--- config.mk ---
export PLATFORM = sky130hd
export DESIGN_NAME = csc_clock_switch
export DESIGN_NICKNAME = d
export VERILOG_FILES = /design/src/inc/csc_pkg.sv /design/src/rtl/csc_clock_switch.sv /design/src/rtl/csc_div_decode.sv
export SDC_FILE = /design/constraint.sdc
export NUM_CORES = 1
export LEC_CHECK = 0
export BUFFER_PORTS_ARGS = -buffer_cell sky130_fd_sc_hd__buf_2
export CAP_MARGIN = 20
export CORE_ASPECT_RATIO = 0.6
export CORE_UTILIZATION = 47
export DETAILED_ROUTE_END_ITERATION = 10
export GPL_TIMING_DRIVEN = 1
export PLACE_DENSITY = 0.76
export REMOVE_ABC_BUFFERS = 1
export SLEW_MARGIN = 15
export SYNTH_ARGS = -nofsm -noshare
export SYNTH_HDL_FRONTEND = slang
export SYNTH_SLANG_ARGS = --single-unit
--- constraint.sdc ---
create_clock -name clk_i -period 1.9 [get_ports clk_i]
set_input_delay 0 -clock clk_i [delete_from_list [all_inputs] [get_ports clk_i]]
set_output_delay 0 -clock clk_i [all_outputs]
set_load 0.01 [all_outputs]
--- src/inc/csc_pkg.sv ---
package csc_pkg;

  // ****************************************************************
  // bus and register map
  // ****************************************************************
  localparam int          WB_AW           = 8;
  localparam int          WB_DW           = 32;
  localparam int          WB_SW           = 4;
  localparam logic [7:0]  OFS_REQUEST     = 8'h00;
  localparam logic [7:0]  OFS_CURRENT     = 8'h04;
  localparam logic [7:0]  OFS_CTRL_STATUS = 8'h08;
  localparam logic [7:0]  OFS_IRQ_STATUS  = 8'h0C;
  localparam logic [7:0]  OFS_IRQ_MASK    = 8'h10;
  localparam logic [7:0]  OFS_RATIO       = 8'h14;

  // ****************************************************************
  // field layout
  // ****************************************************************
  localparam int SRC_W        = 3;
  localparam int DIV_W        = 4;
  localparam int RATIO_W      = 10;
  localparam int REG_W        = 8;
  localparam int SEL_LANE0    = 0;
  localparam int DIV_LSB      = 0;
  localparam int SRC_LSB      = 4;
  localparam int HOLD_BIT     = 7;
  localparam int SOSC_PWR_BIT = 6;
  localparam int COMPLETE_BIT = 4;
  localparam int NEW_RDY_BIT  = 3;
  localparam int RATIO_CUR_LSB = 16;
  localparam int N_SOURCES    = 8;
  localparam int IRQ_W        = 2;
  localparam int IRQ_HELD_BIT = 0;
  localparam int IRQ_DONE_BIT = 1;

  // ****************************************************************
  // encodings and reset values
  // ****************************************************************
  localparam logic [DIV_W-1:0]   DIV_MAX_CODE   = 4'h9;
  localparam logic [RATIO_W-1:0] RATIO_ONE      = 10'h001;
  localparam logic [SRC_W-1:0]   RST_SOURCE     = 3'h6;
  localparam logic [DIV_W-1:0]   RST_DIVIDER    = 4'h0;
  localparam logic [REG_W-1:0]   RST_CTRL       = 8'h00;
  localparam logic [IRQ_W-1:0]   RST_IRQ        = 2'h0;

  // request or current clock selection
  typedef struct packed {
    logic [SRC_W-1:0] source;
    logic [DIV_W-1:0] divider;
  } csc_sel_t;

  // switch sequencing
  typedef enum logic [1:0] {
    ST_IDLE,
    ST_WAIT,
    ST_HELD
  } csc_state_t;

endpackage

--- src/rtl/csc_clock_switch.sv ---
// Contract
// divider codes 0..9 give 1..512, rest reserved
// hold set: park ready switch, raise interrupt
// hold clear at ready rise: switch now
// power select bit picks secondary osc mode
// complete flag set when current equals request
// new-ready flag: switching and requested source ready
// new-ready flag low when idle or unready
// bits five and two..zero read zero
// wake with hold clear: new clock, interrupt
// wake with hold set: old clock, re-request
// request divider in bits 3..0, same encoding
// software releases hold; hardware clears it
module csc_clock_switch #(
  parameter logic [csc_pkg::SRC_W-1:0] RST_SOURCE  = csc_pkg::RST_SOURCE,
  parameter logic [csc_pkg::DIV_W-1:0] RST_DIVIDER = csc_pkg::RST_DIVIDER
) (
  input  wire logic                              clk_i,     // 100 MHz
  input  wire logic                              rst_i,     // sync, high
  input  wire logic                              ce_i,      // clock enable
  input  wire logic                              wb_cyc_i,  // bus cycle
  input  wire logic                              wb_stb_i,  // strobe
  input  wire logic                              wb_we_i,   // write
  input  wire logic [csc_pkg::WB_AW-1:0]         wb_adr_i,  // byte address
  input  wire logic [csc_pkg::WB_SW-1:0]         wb_sel_i,  // byte lanes
  input  wire logic [csc_pkg::WB_DW-1:0]         wb_dat_i,  // write data
  output logic      [csc_pkg::WB_DW-1:0]         wb_dat_o,  // read data
  output logic                                   wb_ack_o,  // acknowledge
  input  wire logic [csc_pkg::N_SOURCES-1:0]     osc_rdy_i, // per source
  input  wire logic                              sleep_i,   // core asleep
  output logic      [csc_pkg::SRC_W-1:0]         cur_src_o, // active source
  output logic      [csc_pkg::DIV_W-1:0]         cur_div_o, // active div
  output logic      [csc_pkg::RATIO_W-1:0]       cur_ratio_o, // active ratio
  output logic                                   sosc_hp_o, // sosc high pwr
  output logic                                   irq_o      // interrupt
);

  // ****************************************************************
  // declarations
  // ****************************************************************
  csc_pkg::csc_sel_t           req_q;
  csc_pkg::csc_sel_t           cur_q;
  csc_pkg::csc_state_t         state_q;
  csc_pkg::csc_state_t         state_d;
  logic                        hold_q;
  logic                        sosc_pwr_q;
  logic                        nr_q;
  logic                        nr_d;
  logic                        sleep_q;
  logic                        wake;
  logic                        in_prog;
  logic                        nr_rise;
  logic                        do_switch;
  logic                        held_evt;
  logic [csc_pkg::N_SOURCES-1:0] rdy_s1_q;
  logic [csc_pkg::N_SOURCES-1:0] rdy_s2_q;
  logic [csc_pkg::IRQ_W-1:0]   irq_stat_q;
  logic [csc_pkg::IRQ_W-1:0]   irq_mask_q;
  logic                        irq_q;
  logic                        ack_q;
  logic [csc_pkg::WB_DW-1:0]   dat_q;
  logic                        bus_req;
  logic                        wr_lane0;
  logic                        rd_irq_stat;
  logic [csc_pkg::REG_W-1:0]   ctrl_rd;
  logic [csc_pkg::RATIO_W-1:0] req_ratio;
  logic [csc_pkg::RATIO_W-1:0] cur_ratio;
  logic                        req_div_rsvd;
  logic                        cur_div_rsvd;

  // ****************************************************************
  // bus strobes
  // ****************************************************************
  // one access per handshake: the ack cycle itself is not re-taken
  assign bus_req     = wb_cyc_i && wb_stb_i && !ack_q;
  assign wr_lane0    = bus_req && wb_we_i && wb_sel_i[csc_pkg::SEL_LANE0];
  assign rd_irq_stat = bus_req && !wb_we_i
                       && (wb_adr_i == csc_pkg::OFS_IRQ_STATUS);

  // ****************************************************************
  // oscillator ready synchroniser
  // ****************************************************************
  // ready levels come from the oscillators' own clocks
  always_ff @(posedge clk_i) begin
    if (rst_i) begin
      rdy_s1_q <= '0;
      rdy_s2_q <= '0;
    end else if (ce_i) begin
      rdy_s1_q <= osc_rdy_i;
      rdy_s2_q <= rdy_s1_q;
    end
  end

  // ****************************************************************
  // switch status
  // ****************************************************************
  // a switch is pending whenever request and active selection differ
  assign in_prog = (req_q != cur_q);
  // ready only counts while switching and awake
  assign nr_d    = in_prog && rdy_s2_q[req_q.source]
                   && !sleep_i;
  assign nr_rise = nr_d && !nr_q;
  assign wake    = sleep_q && !sleep_i;

  // registered new-ready flag, cleared on wake so it can rise again;
  // also cleared at the switch edge, else it would read 1 for a cycle
  // while request and current already agree
  always_ff @(posedge clk_i) begin
    if (rst_i) begin
      nr_q    <= 1'b0;
      sleep_q <= 1'b0;
    end else if (ce_i) begin
      sleep_q <= sleep_i;
      if (wake || do_switch) begin
        nr_q <= 1'b0;
      end else begin
        nr_q <= nr_d;
      end
    end
  end

  // ****************************************************************
  // switch sequencer
  // ****************************************************************
  // decides when the active selection takes the requested one
  always_comb begin
    state_d   = state_q;
    do_switch = 1'b0;
    held_evt  = 1'b0;
    case (state_q)
      csc_pkg::ST_IDLE: begin
        if (in_prog) begin
          state_d = csc_pkg::ST_WAIT;
        end
      end
      csc_pkg::ST_WAIT: begin
        if (!in_prog) begin
          state_d = csc_pkg::ST_IDLE;
        end else if (wake && !hold_q) begin
          do_switch = 1'b1;
          state_d   = csc_pkg::ST_IDLE;
        end else if (wake) begin
          state_d = csc_pkg::ST_WAIT;
        end else if (nr_rise && hold_q) begin
          held_evt = 1'b1;
          state_d  = csc_pkg::ST_HELD;
        end else if (nr_rise) begin
          do_switch = 1'b1;
          state_d   = csc_pkg::ST_IDLE;
        end
      end
      csc_pkg::ST_HELD: begin
        if (!in_prog) begin
          state_d = csc_pkg::ST_IDLE;
        end else if (wake && hold_q) begin
          state_d = csc_pkg::ST_WAIT;
        end else if (wake || (!hold_q && nr_d)) begin
          do_switch = 1'b1;
          state_d   = csc_pkg::ST_IDLE;
        end
      end
      default: begin
        state_d = csc_pkg::ST_IDLE;
      end
    endcase
  end

  // sequencer state
  always_ff @(posedge clk_i) begin
    if (rst_i) begin
      state_q <= csc_pkg::ST_IDLE;
    end else if (ce_i) begin
      state_q <= state_d;
    end
  end

  // active selection follows the request only at a switch
  always_ff @(posedge clk_i) begin
    if (rst_i) begin
      cur_q.source  <= RST_SOURCE;
      cur_q.divider <= RST_DIVIDER;
    end else if (ce_i && do_switch) begin
      cur_q <= req_q;
    end
  end

  // ****************************************************************
  // software registers
  // ****************************************************************
  // request; a reserved divider code drops the whole write
  always_ff @(posedge clk_i) begin
    if (rst_i) begin
      req_q.source  <= RST_SOURCE;
      req_q.divider <= RST_DIVIDER;
    end else if (ce_i && wr_lane0
                 && (wb_adr_i == csc_pkg::OFS_REQUEST)) begin
      if (wb_dat_i[csc_pkg::DIV_LSB +: csc_pkg::DIV_W]
          <= csc_pkg::DIV_MAX_CODE) begin
        req_q.source  <= wb_dat_i[csc_pkg::SRC_LSB +: csc_pkg::SRC_W];
        req_q.divider <= wb_dat_i[csc_pkg::DIV_LSB +: csc_pkg::DIV_W];
      end
    end
  end

  // hold and power select; hardware clears hold once switched
  always_ff @(posedge clk_i) begin
    if (rst_i) begin
      hold_q     <= csc_pkg::RST_CTRL[csc_pkg::HOLD_BIT];
      sosc_pwr_q <= csc_pkg::RST_CTRL[csc_pkg::SOSC_PWR_BIT];
    end else if (ce_i) begin
      if (wr_lane0 && (wb_adr_i == csc_pkg::OFS_CTRL_STATUS)) begin
        hold_q     <= wb_dat_i[csc_pkg::HOLD_BIT];
        sosc_pwr_q <= wb_dat_i[csc_pkg::SOSC_PWR_BIT];
      end else if (do_switch) begin
        hold_q <= 1'b0;
      end
    end
  end

  // interrupt mask, same layout as the status register
  always_ff @(posedge clk_i) begin
    if (rst_i) begin
      irq_mask_q <= csc_pkg::RST_IRQ;
    end else if (ce_i && wr_lane0
                 && (wb_adr_i == csc_pkg::OFS_IRQ_MASK)) begin
      irq_mask_q <= wb_dat_i[csc_pkg::IRQ_W-1:0];
    end
  end

  // ****************************************************************
  // interrupts
  // ****************************************************************
  // sticky events; a read clears them but a same-cycle event wins
  always_ff @(posedge clk_i) begin
    if (rst_i) begin
      irq_stat_q <= csc_pkg::RST_IRQ;
    end else if (ce_i) begin
      if (rd_irq_stat) begin
        irq_stat_q <= '0;
      end
      if (held_evt) begin
        irq_stat_q[csc_pkg::IRQ_HELD_BIT] <= 1'b1;
      end
      if (do_switch) begin
        irq_stat_q[csc_pkg::IRQ_DONE_BIT] <= 1'b1;
      end
    end
  end

  // level output, one cycle behind the status register
  always_ff @(posedge clk_i) begin
    if (rst_i) begin
      irq_q <= 1'b0;
    end else if (ce_i) begin
      irq_q <= |(irq_stat_q & irq_mask_q);
    end
  end

  // ****************************************************************
  // divider decode
  // ****************************************************************
  csc_div_decode u_req_dec (
    .clk_i      (clk_i),
    .rst_i      (rst_i),
    .ce_i       (ce_i),
    .code_i     (req_q.divider),
    .ratio_o    (req_ratio),
    .reserved_o (req_div_rsvd)
  );

  csc_div_decode u_cur_dec (
    .clk_i      (clk_i),
    .rst_i      (rst_i),
    .ce_i       (ce_i),
    .code_i     (cur_q.divider),
    .ratio_o    (cur_ratio),
    .reserved_o (cur_div_rsvd)
  );

  // ****************************************************************
  // read path and acknowledge
  // ****************************************************************
  // unimplemented bits are constant zero, never stored
  assign ctrl_rd = {hold_q, sosc_pwr_q, 1'b0, !in_prog,
                    nr_q, 3'h0};

  // registered read data; unmapped addresses read zero
  always_ff @(posedge clk_i) begin
    if (rst_i) begin
      dat_q <= '0;
    end else if (ce_i && bus_req) begin
      dat_q <= '0;
      if (wb_we_i) begin
        dat_q <= '0;
      end else if (wb_adr_i == csc_pkg::OFS_REQUEST) begin
        dat_q[csc_pkg::REG_W-1:0] <= {1'b0, req_q};
      end else if (wb_adr_i == csc_pkg::OFS_CURRENT) begin
        dat_q[csc_pkg::REG_W-1:0] <= {1'b0, cur_q};
      end else if (wb_adr_i == csc_pkg::OFS_CTRL_STATUS) begin
        dat_q[csc_pkg::REG_W-1:0] <= ctrl_rd;
      end else if (wb_adr_i == csc_pkg::OFS_IRQ_STATUS) begin
        dat_q[csc_pkg::IRQ_W-1:0] <= irq_stat_q;
      end else if (wb_adr_i == csc_pkg::OFS_IRQ_MASK) begin
        dat_q[csc_pkg::IRQ_W-1:0] <= irq_mask_q;
      end else if (wb_adr_i == csc_pkg::OFS_RATIO) begin
        dat_q[csc_pkg::RATIO_W-1:0] <= req_ratio;
        dat_q[csc_pkg::RATIO_CUR_LSB +: csc_pkg::RATIO_W] <= cur_ratio;
      end
    end
  end

  // every access, mapped or not, answers one cycle later
  always_ff @(posedge clk_i) begin
    if (rst_i) begin
      ack_q <= 1'b0;
    end else if (ce_i) begin
      ack_q <= bus_req;
    end
  end

  // ****************************************************************
  // outputs
  // ****************************************************************
  assign wb_dat_o    = dat_q;
  assign wb_ack_o    = ack_q;
  assign cur_src_o   = cur_q.source;
  assign cur_div_o   = cur_q.divider;
  assign cur_ratio_o = cur_ratio;
  assign sosc_hp_o   = sosc_pwr_q;
  assign irq_o       = irq_q;

endmodule

--- src/rtl/csc_div_decode.sv ---
// ******************************************************************
// divider code to division ratio, registered
// ******************************************************************
module csc_div_decode #(
  parameter int DIV_W   = csc_pkg::DIV_W,
  parameter int RATIO_W = csc_pkg::RATIO_W
) (
  input  wire logic               clk_i,      // system clock
  input  wire logic               rst_i,      // sync reset, high
  input  wire logic               ce_i,       // clock enable
  input  wire logic [DIV_W-1:0]   code_i,     // divider code
  output logic      [RATIO_W-1:0] ratio_o,    // ratio, 0 if reserved
  output logic                    reserved_o  // code is reserved
);

  logic [RATIO_W-1:0] ratio_q;
  logic               reserved_q;

  // power of two per step, reserved codes give zero ratio
  always_ff @(posedge clk_i) begin
    if (rst_i) begin
      ratio_q    <= csc_pkg::RATIO_ONE;
      reserved_q <= 1'b0;
    end else if (ce_i) begin
      if (code_i > csc_pkg::DIV_MAX_CODE) begin
        ratio_q    <= '0;
        reserved_q <= 1'b1;
      end else begin
        ratio_q    <= RATIO_W'(csc_pkg::RATIO_ONE << code_i);
        reserved_q <= 1'b0;
      end
    end
  end

  assign ratio_o    = ratio_q;
  assign reserved_o = reserved_q;

endmodule
# After elaboration in Yosys (flattened, before gate mapping)
# Cells that the tools add are included.
[word_totals]
regBits = 82
input_bits = 59
out_inout_bits = 52
wordCells = 130
[classes]
muxes = 53
reduce_logical = 40
n_eq_ne = 11
order_cmp = 4
n_shift = 2
bitwise = 1
[op_table]
columns = ["op", "count"]
rows = [
  ["10-bit 2-to-1 mux", 11],
  ["8-bit 2-to-1 mux", 5],
  ["2-bit 2-to-1 mux", 15],
  ["1-bit logical AND", 20],
  ["1-bit by 4-bit left shift with 10-bit output (first input constant)", 2],
  ["1-bit 2-to-1 mux", 19],
  ["8-bit by 4-bit == test with 1-bit output (second input constant)", 2],
  ["8-bit by 5-bit == test with 1-bit output (second input constant)", 2],
  ["2-bit AND reduction", 5],
  ["8-bit by 3-bit == test with 1-bit output (second input constant)", 1],
  ["4-bit > comparator (second input constant)", 2],
  ["8-bit zero test", 1],
  ["7-bit != test", 1],
  ["1-bit zero test", 6],
  ["6-bit != test (second input constant)", 1],
  ["2-bit one-hot mux with 3 select lines", 1],
  ["2-bit nonzero test", 3],
  ["4-bit <= comparator (second input constant)", 1],
  ["3-bit by 4-bit < comparator with 1-bit output (second input constant)", 1],
  ["4-bit != test (second input constant)", 1],
  ["4-bit AND reduction", 1],
  ["1-bit binary-select mux with 3-bit select", 1],
  ["2-bit AND", 1],
  ["2-bit by 1-bit == test with 1-bit output (second input constant)", 1],
  ["other kinds (6)", 7],
]

# Logic depth before layout (Yosys ltp)
# Gate-level depths: netlist of the first run.
[logic_depth]
ltp_word = 13
depth_mapped = 7
ltp_nobuf = 6

# By module
# From an unflattened synthesis of the first run, not the netlist that was laid out.
[unflattened]
cells_unflattened = 411
area_unflattened_um2 = 3886.2
[modules_own_cells]
columns = ["mod", "n_inst", "seq_area_each_um2", "cells_per_inst", "area_each_um2"]
rows = [
  ["csc_clock_switch", 1, 1241.2, 335, 3012.9],
  ["csc_div_decode", 2, 220.2, 38, 436.7],
]

# Worst setup path after synthesis of the first run
# OpenSTA, ideal clock, no wires.
[synth_path]
path_kind = "flip-flop to flip-flop"
from = "register req_q[6] (netlist bit)"
to = "register state_q[0]"
setup_slack_ns = -0.040
path_stages_with_launch = 7
arrival_ns = 1.868
setup_ns = 0.072
period_less_slack_ns = 1.940
n_path_buf = 1
required_ns = 1.828
path_cell_list = "dfxtp_1 clkbuf_1 and2_1 a221o_1 or3_1 a221oi_1 mux2i_1"
[synth_via]
elab_chain_len = 11
elab_cells_between_ends = 19
cone_classes = "4 x eq/ne; 8 x mux; 7 x reduce/logical"
[synth_rtl]
columns = ["item", "line", "text"]
rows = [
  ["from (decl)", "csc_clock_switch.sv:41", "csc_pkg::csc_sel_t req_q;"],
  ["1-bit binary-select mux with 3-bit select", "csc_clock_switch.sv:100", "assign nr_d = in_prog && rdy_s2_q[req_q.source]"],
  ["1-bit 2-to-1 mux (implied by the code)", "csc_clock_switch.sv:100", ""],
  ["1-bit logical AND", "csc_clock_switch.sv:100", ""],
  ["1-bit logical AND", "csc_clock_switch.sv:101", "&& !sleep_i;"],
  ["1-bit logical AND", "csc_clock_switch.sv:102", "assign nr_rise = nr_d && !nr_q;"],
  ["1-bit logical AND", "csc_clock_switch.sv:144", "end else if (nr_rise && hold_q) begin"],
  ["2-bit 2-to-1 mux", "csc_clock_switch.sv:144", ""],
  ["2-bit 2-to-1 mux", "csc_clock_switch.sv:142", "end else if (wake) begin"],
  ["2-bit 2-to-1 mux", "csc_clock_switch.sv:139", "end else if (wake && !hold_q) begin"],
  ["2-bit 2-to-1 mux", "csc_clock_switch.sv:137", "if (!in_prog) begin"],
  ["2-bit one-hot mux with 3 select lines", "csc_clock_switch.sv:130", "case (state_q)"],
  ["to (signal assigned)", "csc_clock_switch.sv:171", "state_q <= csc_pkg::ST_IDLE;"],
  ["to (signal assigned)", "csc_clock_switch.sv:173", "state_q <= state_d;"],
  ["to (decl)", "csc_clock_switch.sv:43", "csc_pkg::csc_state_t state_q;"],
]
# Several ways; a longest one is shown, not always the timed one. The select of a mux whose other input is x is not followed.
# A chain may end at the register's enable or synchronous reset.

# Worst setup path in the final report of the first run
[layout_path]
from = "register req_q[5] (netlist bit)"
to = "register state_q[0]"
# The elaborated chain is that of the path after synthesis.

==> impl_metrics.tcl, run 1 <==
set metrics [dict create \
    ir_drop_uv 672 \
    syn_inst 444 \
    drv_slew 0 \
    layout_common_cells "79 x dfxtp_1, 71 x buf_2, 63 x nor2_1" \
    synth_edf_count 0 \
    grt_max_degree 91 \
    dp_hpwl_mm 6.90 \
    path_cells "buf_6 -> mux2i_1 -> a22o_2 -> or3_1 -> a221oi_2 -> mux2i_1" \
    synthArstFlopShare_pct 0 \
    fin_crit_sh_pct 98.8 \
    critPathMaxFanout 5 \
    timing.final.ws_setup_ns 0.0229 \
    clockPowerShare_pct 46.6 \
    cts_tree "yes" \
    synth_xor_xnor_area_share_pct 1.60 \
    cp_slowest_stage_delay_ns 0.38 \
    post_dp_cell_area_um2 4400 \
    switchingPower_uw 854 \
    routed-via-count 3543 \
    die_height_um 71.9 \
    muxShareOfSynthArea_pct 11.5 \
    synth_top_flop_cell "dfxtp_1" \
    ys_seq_area_share_pct 42.9 \
    synthAdderAreaFrac_pct 1.31 \
    syn2layout_area_growth_pct 29.1 \
    synth_compound_area_share_pct 13.6 \
    drtIter0Drc 235 \
    netlist_area_um2 3830 \
    track_usage_pct 23.9 \
    critPathLaunchType "flip-flop" \
    rsz0062_at_grt "yes" \
    p_leak_nw 2.19 \
    netlist_top_cells_area "dfxtp_1 43%, mux2i_1 11%, nor2_1 6.3%" \
    postLayoutCellArea_um2 4940 \
    fin_total_pwr_mw 3.76 \
    cts_root_buf "clkbuf_16" \
    crit_top_cell "mux2i_1" \
    hold_class "primary input to flip-flop" \
    ant_nets 0 \
    clock_latency_ns 0.34 \
    start_util_pct 48.6 \
    fin_setup_tns_ns 0 \
    place_inst 622 \
    whs_ns 0.0941 \
    grt_pass1_wl_mm 15.9 \
    layout.cells.non_filler 657 \
    port_buffers 71 \
    htree_levels 3 \
    post_synth.cell_area_avg_um2 8.63 \
    dieArea_um2 8530 \
    end_kind "flip-flop" \
    drive_gt1_share_pct 24.8 \
    worstMarginPinSlew_ns 0.505 \
    p_sw_share_pct 22.7 \
    combPwrFrac_pct 6.8 \
    final_common_cell "dfxtp_1" \
    core_um2 7880 \
    route.detailed.drc 0 \
    die_w_um 119 \
    first_pass_iters 4 \
    layout.nets 608 \
    finalSetupViolations 0 \
    fin_crit_ns 1.88 \
    place_ws_ns -0.118 \
    gp_congestion 0.870 \
    power.internal_mw 2.90 \
    yosys.cell_types.count 51 \
    finalHoldViolations 0 \
    grt_pass1_vias 3199 \
    utilization_pct 62.7 \
    fmax_mhz 533 \
    worstPathRequired_ns 2.18 \
    ys_seq_elements 82 \
    cap_violations 0 \
    cts_buffer_depth 2 \
    wl_mm 9.71 \
    synth_top_area_share_pct 42.9 \
    cts.sinks 82 \
    relSlewSlack_pct 66.3 \
    cts_buffers 9 \
    cts.clk_slew.worst_paths_ns 0.06 \
    synth_top_family_by_area "simple AND/OR/NAND/NOR gates" \
    status "finished clean" \
    crit_slowest_cell "or3_1" \
    synth_warnings 0 \
    diodes 0 \
    share_seq_of_total_power_pct 46.6 \
    synth_top_area_cell "dfxtp_1" \
    worstSetupPathType "flip-flop to flip-flop" \
    grt_antenna_before_repair 0 \
    gr-total-overflow 0 \
    crit_arrival_ns 2.15 \
    viasPerCell 5.39 \
    ioPinCount 111 \
    synth-simple-area-share_pct 22.8 \
    power-per-cell-area_nw_per_um2 760 \
    worst_clock_skew_ns 0.0110 \
    core.rowCount 25 \
    wl_per_cell_um 14.8 \
]
## cells in the mapped netlist, drive strengths merged, types with 4 or more instances
master	count
a211o	4
a211oi	5
a21oi	37
a22oi	12
buf	21
clkbuf	24
dfxtp	82
ha	4
inv	5
mux2i	44
nand2	34
nand2b	16
nand3	19
nand4	6
nor2	64
nor2b	13
nor3	5
or4	4
xor2	7
## critical path: cells and delay by family (launching register included)
| kind | cells | cell delay [ns] |
|---|---|---|
| DFF | 1 | 0.36 |
| AOI/OAI and AO/OA | 2 | 0.62 |
| and+or+nand+nor | 1 | 0.38 |
| buffers and inverters | 1 | 0.13 |
| muxes | 2 | 0.32 |
## per-layer routing
metal	share of wire, %	GRT usage [%]	wire length, um	vias to the layer above
met5	0	0	0	-
met3	6.7	6.13	653	11
met1	51	35.2	4980	1672
li1	-	-	-	1739
met2	41	34.2	3970	121
met4	1.2	7.17	112	0
## sequential cells by signal, summed over array words and instances, names as in the netlist, 3 cells and up
| signal | cells |
|---|---|
| rdy_s2_q | 8 |
| req_q | 7 |
| u_req_dec.ratio_o | 10 |
| cur_div_o | 4 |
| rdy_s1_q | 8 |
| u_cur_dec.ratio_o | 10 |
| cur_src_o | 3 |
| wb_dat_o | 20 |
## layout make-up
class                           instances  area, um2
Sequential cell                        82       1650
Clock buffer                           10        239
Fill cell                             662       2940
Timing Repair Buffer                  124        822
Clock inverter                          5       61.3
Multi-Input combinational cell        323       2020
Tap cell                              108        135
Inverter                                5       18.8
## cell families after synthesis
group,after synthesis
AOI/OAI and AO/OA,79
xor gates and xnor gates,7
adders and majority gates,4
buffers and inverters,50
DFF,82
muxes,44
other,1
and+or+nand+nor,177
## worst paths after layout
kind	startpoint	end	slack, ns	cells after the start
min reg2reg	wb_dat_o[2]$_SDFFE_PP0P_	wb_dat_o[2]$_SDFFE_PP0P_	0.45	2
max reg2reg	req_q[5]$_SDFFE_PP1P_	state_q[0]$_SDFFE_PP0P_	0.02	6
max	req_q[5]$_SDFFE_PP1P_	state_q[0]$_SDFFE_PP0P_	0.02	6
min	rst_i	state_q[0]$_SDFFE_PP0P_	0.09	4
## power groups by stage
| stage | registers (mW) | logic (mW) | clock network [mW] |
|---|---|---|---|
| floorplan | 1.79 | 0.0882 | 0 |
| global placement | 1.79 | 0.216 | 0 |
| CTS | 1.75 | 0.251 | 1.78 |
| detailed placement | 1.79 | 0.221 | 0 |
| global route | 1.75 | 0.279 | 1.87 |
| finish | 1.75 | 0.254 | 1.75 |
## what timing repair did
item	4_1_cts	5_1_grt
endpoints found under the setup margin	11	12
pin swaps	2	6
endpoints found under the hold margin	20	0
buffers inserted	1	1
hold buffers	18	0
resized for setup	7	6
(Power assumes the default switching activity.)
==> run 2, diff against run 1 <==
- clock period: 1.9 -> 1.7 ns (I/O delays scaled with it)
==> impl_metrics.tcl, run 2 (synthesis results as in run 1) <==
set metrics [dict create \
    timing.final.ws_setup_ns -0.221 \
    worst_clock_skew_ns 0.0106 \
    hold_class "primary input to flip-flop" \
    relSlewSlack_pct 65.5 \
    layout_common_cells "78 x dfxtp_1, 71 x buf_2, 64 x nor2_1" \
    worstPathRequired_ns 1.93 \
    ant_nets 0 \
    grt_max_degree 91 \
    grt_pass1_wl_mm 16.5 \
    fin_crit_sh_pct 113 \
    finalSetupViolations 12 \
    cts.sinks 82 \
    port_buffers 71 \
    p_leak_nw 2.27 \
    dp_hpwl_mm 7.02 \
    syn2layout_area_growth_pct 32.9 \
    wl_per_cell_um 15.4 \
    combPwrFrac_pct 7.2 \
    core_um2 7880 \
    final_common_cell "dfxtp_1" \
    die_height_um 71.9 \
    worstMarginPinSlew_ns 0.518 \
    ir_drop_uv 778 \
    finalHoldViolations 0 \
    grt_pass1_vias 3339 \
    cap_violations 0 \
    track_usage_pct 24.9 \
    violations "setup timing" \
    n_fill_cell 660 \
    p_sw_share_pct 23.4 \
    utilization_pct 64.6 \
    gp_congestion 0.893 \
    fin_crit_ns 1.92 \
    power.internal_mw 3.22 \
    htree_levels 3 \
    viasPerCell 5.37 \
    clock_latency_ns 0.34 \
    core.rowCount 25 \
    grt_antenna_before_repair 0 \
    drtIter0Drc 199 \
    switchingPower_uw 984 \
    worstSetupPathType "flip-flop to flip-flop" \
    layout.nets 620 \
    first_pass_iters 5 \
    ioPinCount 111 \
    end_kind "flip-flop" \
    fmax_mhz 521 \
    routed-via-count 3599 \
    cts.clk_slew.worst_paths_ns 0.06 \
    crit_arrival_ns 2.15 \
    share_seq_of_total_power_pct 46.6 \
    clockPowerShare_pct 46.2 \
    route.detailed.drc 0 \
    gr-total-overflow 0 \
    status "complete, but fails checks" \
    rsz0062_at_grt "yes" \
    fin_total_pwr_mw 4.20 \
    die_w_um 119 \
    cts_buffer_depth 2 \
    critPathLaunchType "flip-flop" \
    wl_mm 10.3 \
    cts_tree "yes" \
    largest_reg_flops 20 \
    drive_gt1_share_pct 28.1 \
    start_util_pct 48.6 \
    drv_slew 0 \
    cts_root_buf "clkbuf_16" \
    diodes 0 \
    power-per-cell-area_nw_per_um2 825 \
    dieArea_um2 8530 \
    critPathMaxFanout 6 \
    cts_buffers 9 \
]
## run 2: cell type report
cell class	instances	area (um2)	area share, %
Clock buffer	10	229	4.50
Clock inverter	6	66.3	1.30
Inverter	5	18.8	0.369
Multi-Input combinational cell	323	2080	40.9
Sequential cell	82	1650	32.4
Tap cell	108	135	2.65
Timing Repair Buffer	136	913	17.9
## run 2: worst max-delay path, cell delays in order (launching register included)
cell	delay, ns
dfxtp_2	0.34
buf_6	0.14
xor2_1	0.18
nor4_4	0.33
nand2_2	0.18
and3_4	0.21
buf_4	0.13
buf_4	0.12
o21ba_1	0.17
## run 2: path summary, 6_finish.rpt
path                            slack, ns                          to  cells after the start                startpoint
worst min-delay path                 0.04    wb_dat_o[4]$_SDFFE_PP0P_                      3                   wb_we_i
worst max register to register      -0.22  irq_stat_q[1]$_SDFFE_PP0P_                      8     req_q[5]$_SDFFE_PP1P_
worst max-delay path                -0.22  irq_stat_q[1]$_SDFFE_PP0P_                      8     req_q[5]$_SDFFE_PP1P_
worst min register to register       0.45    wb_dat_o[0]$_SDFFE_PP0P_                      2  wb_dat_o[0]$_SDFFE_PP0P_
## run 2: layer usage
metal / global-route usage [%] / share of wire (%)
met5: 0 / 0
met4: 5.77 / 0.94
met3: 7.00 / 7.3
met2: 36.4 / 41
met1: 36.3 / 51
## run 2: power groups by stage
stage               Sequential, mW  Combinational (mW)  Clock, mW
floorplan                     2.00              0.0986          0
global placement              2.00               0.255          0
detailed placement            2.00               0.259          0
CTS                           1.96               0.292       1.97
global route                  1.96               0.329       2.06
finish                        1.96               0.302       1.94
## run 2: per-stage QoR
| stage | cells | instance area [um2] | setup TNS [ns] | hold WS [ns] | setup WS, ns |
|---|---|---|---|---|---|
| 2_1_floorplan | 410 | 3650 | -14.97 | 0.0691 | -0.778 |
| 3_3_place_gp | 634 | 4490 | -6.07 | 0.235 | -0.278 |
| 3_5_place_dp | 634 | 4490 | -6.89 | 0.245 | -0.313 |
| 4_1_cts | 668 | 5000 | -1.61 | 0.0194 | -0.198 |
| 5_1_grt | 670 | 5090 | -3.15 | 0.0472 | -0.324 |
| 6_report | 670 | 5090 | -2.08 | 0.0444 | -0.221 |
## run 2: repair_timing
item                                    CTS  global route
endpoints found under the setup margin   16            36
hold buffers                             17             0
cloned                                    0             1
pin swaps                                 2             2
setup buffers                             1             1
endpoints found under the hold margin    19             0
gates resized for setup                  10            18
==> run 3, diff against run 2 <==
- CELL_PAD_IN_SITES_DETAIL_PLACEMENT: not set -> 1
- CELL_PAD_IN_SITES_GLOBAL_PLACEMENT: not set -> 1
- CORE_UTILIZATION: 47 -> 34
- PLACE_DENSITY: 0.76 -> not set
- PLACE_DENSITY_LB_ADDON: not set -> 0.1
==> impl_metrics.tcl, run 3 (synthesis results as in run 1) <==
set metrics [dict create \
    status "complete, but fails checks" \
    violations "DRC, setup timing" \
    postLayoutCellArea_um2 5310 \
    final_common_cell "dfxtp_1" \
    fin_crit_ns 1.92 \
    cap_violations 0 \
    place_ws_ns -0.356 \
    crit_top_cell "mux2i_1" \
    dp_hpwl_mm 8.55 \
    top_usage_layer "met1" \
    die_height_um 84.2 \
    cts_buffer_depth 2 \
    port_buffers 71 \
    r2r_cells 5 \
    drtIter0Drc 310 \
    crit_slowest_cell "a221o_1" \
    ant_nets 0 \
    worstMarginPinSlew_ns 0.518 \
    critPathMaxFanout 6 \
    finalSetupViolations 25 \
    die_w_um 139 \
    hold_depth 3 \
    start_util_pct 35.5 \
    fin_setup_tns_ns -2.09 \
    core.rowCount 29 \
    relSlewSlack_pct 65.5 \
    critPathLaunchType "flip-flop" \
    cts.sinks 82 \
    wl_per_cell_um 17.8 \
    rsz0062_at_grt "yes" \
    post_dp_cell_area_um2 4540 \
    htree_levels 3 \
    gr-total-overflow 0 \
    finalHoldViolations 0 \
    cts_tree "yes" \
    route.detailed.drc 2 \
    first_pass_iters 9 \
    cts.clk_slew.worst_paths_ns 0.06 \
    worst_clock_skew_ns 0.00611 \
    dieArea_um2 11700 \
    end_kind "flip-flop" \
    viasPerCell 5.15 \
    path_cells "mux2i_1 -> a221o_1 -> or3_4 -> a221oi_4 -> mux2i_1" \
    diodes 0 \
    layout_common_cells "78 x dfxtp_1, 71 x buf_2, 63 x nor2_1" \
    grt_pass1_wl_mm 20.0 \
    gr-usage-met3_pct 5.42 \
    worstSetupPathType "flip-flop to flip-flop" \
    cts_root_buf "clkbuf_16" \
    p_leak_nw 2.35 \
    met1_usage_pct 33.1 \
    cts_buffers 9 \
    power-per-cell-area_nw_per_um2 839 \
    ioPinCount 111 \
    grt_max_degree 91 \
    ir_drop_uv 470 \
    syn2layout_area_growth_pct 38.6 \
    largest_reg_flops 20 \
    clock_latency_ns 0.35 \
    fin_crit_sh_pct 113 \
    drv_slew 0 \
    hold_class "primary input to flip-flop" \
    grt_antenna_before_repair 0 \
    timing.final.ws_setup_ns -0.224 \
    use_met2_pct 32.5 \
    fin_total_pwr_mw 4.45 \
    grt_pass1_vias 3621 \
    fmax_mhz 520 \
    crit_arrival_ns 2.20 \
    wl_mm 12.6 \
    gp_congestion 0.855 \
    core_um2 10800 \
    layout.nets 628 \
    track_usage_pct 22.3 \
    cp_slowest_stage_delay_ns 0.44 \
    worstPathRequired_ns 1.98 \
    drive_gt1_share_pct 30.2 \
    routed-via-count 3650 \
]
==> run 3: critical path, delay by kind of cell, from the launching register on <==
family,cells,cell delay (ns)
AOI/OAI and AO/OA,2,0.75
DFF,1,0.35
muxes,2,0.33
and+or+nand+nor,1,0.42
==> run 3: through the flow <==
stage | util (%) | hold slack [ns] | cells
6_report | 49.3 | 0.0613 | 709
5_1_grt | 49.3 | 0.0771 | 709
4_1_cts | 48.2 | 0.0475 | 703
3_5_place_dp | 42.1 | 0.247 | 664
3_3_place_gp | 42.1 | 0.235 | 664
2_1_floorplan | - | 0.0691 | 410
==> run 3: what timing repair did <==
action,in CTS,in global routing
pin swaps,5,7
hold buffers,16,0
resized for setup,19,20
setup buffers,6,5
endpoints found under the setup margin,23,28
gates cloned,1,1
endpoints found under the hold margin,18,0
==> run 3: cell type report <==
type | instances | area (um2)
inverter | 5 | 18.8
clock inverter | 7 | 100
tap | 139 | 174
multi-input combinational | 323 | 2100
clock buffer | 9 | 225
sequential | 82 | 1650
timing repair buffer | 144 | 1050
fill | 1279 | 5470
==> run 3: path summary, 6_finish.rpt <==
path | end | start | slack (ns)
setup / recovery | state_q[0]$_SDFFE_PP0P_ | req_q[5]$_SDFFE_PP1P_ | -0.22
hold reg to reg | wb_dat_o[5]$_SDFFE_PP0P_ | wb_dat_o[5]$_SDFFE_PP0P_ | 0.45
hold / removal | wb_dat_o[4]$_SDFFE_PP0P_ | wb_we_i | 0.06
setup reg to reg | state_q[0]$_SDFFE_PP0P_ | req_q[5]$_SDFFE_PP1P_ | -0.22
==> run 3: layer usage <==
| metal | part of all wire, % | up-vias |
|---|---|---|
| li1 | - | 1775 |
| met1 | 52 | 1771 |
| met2 | 42 | 93 |
| met3 | 5.7 | 11 |
| met4 | 0.70 | 0 |
| met5 | 0 | - |
==> run 3: where the power goes <==
group / switching [mW] / internal (mW) / leakage, nW
Clock: 0.856 / 1.30 / 0.160
Combinational: 0.190 / 0.150 / 1.53
Sequential: 0.0134 / 1.94 / 0.663
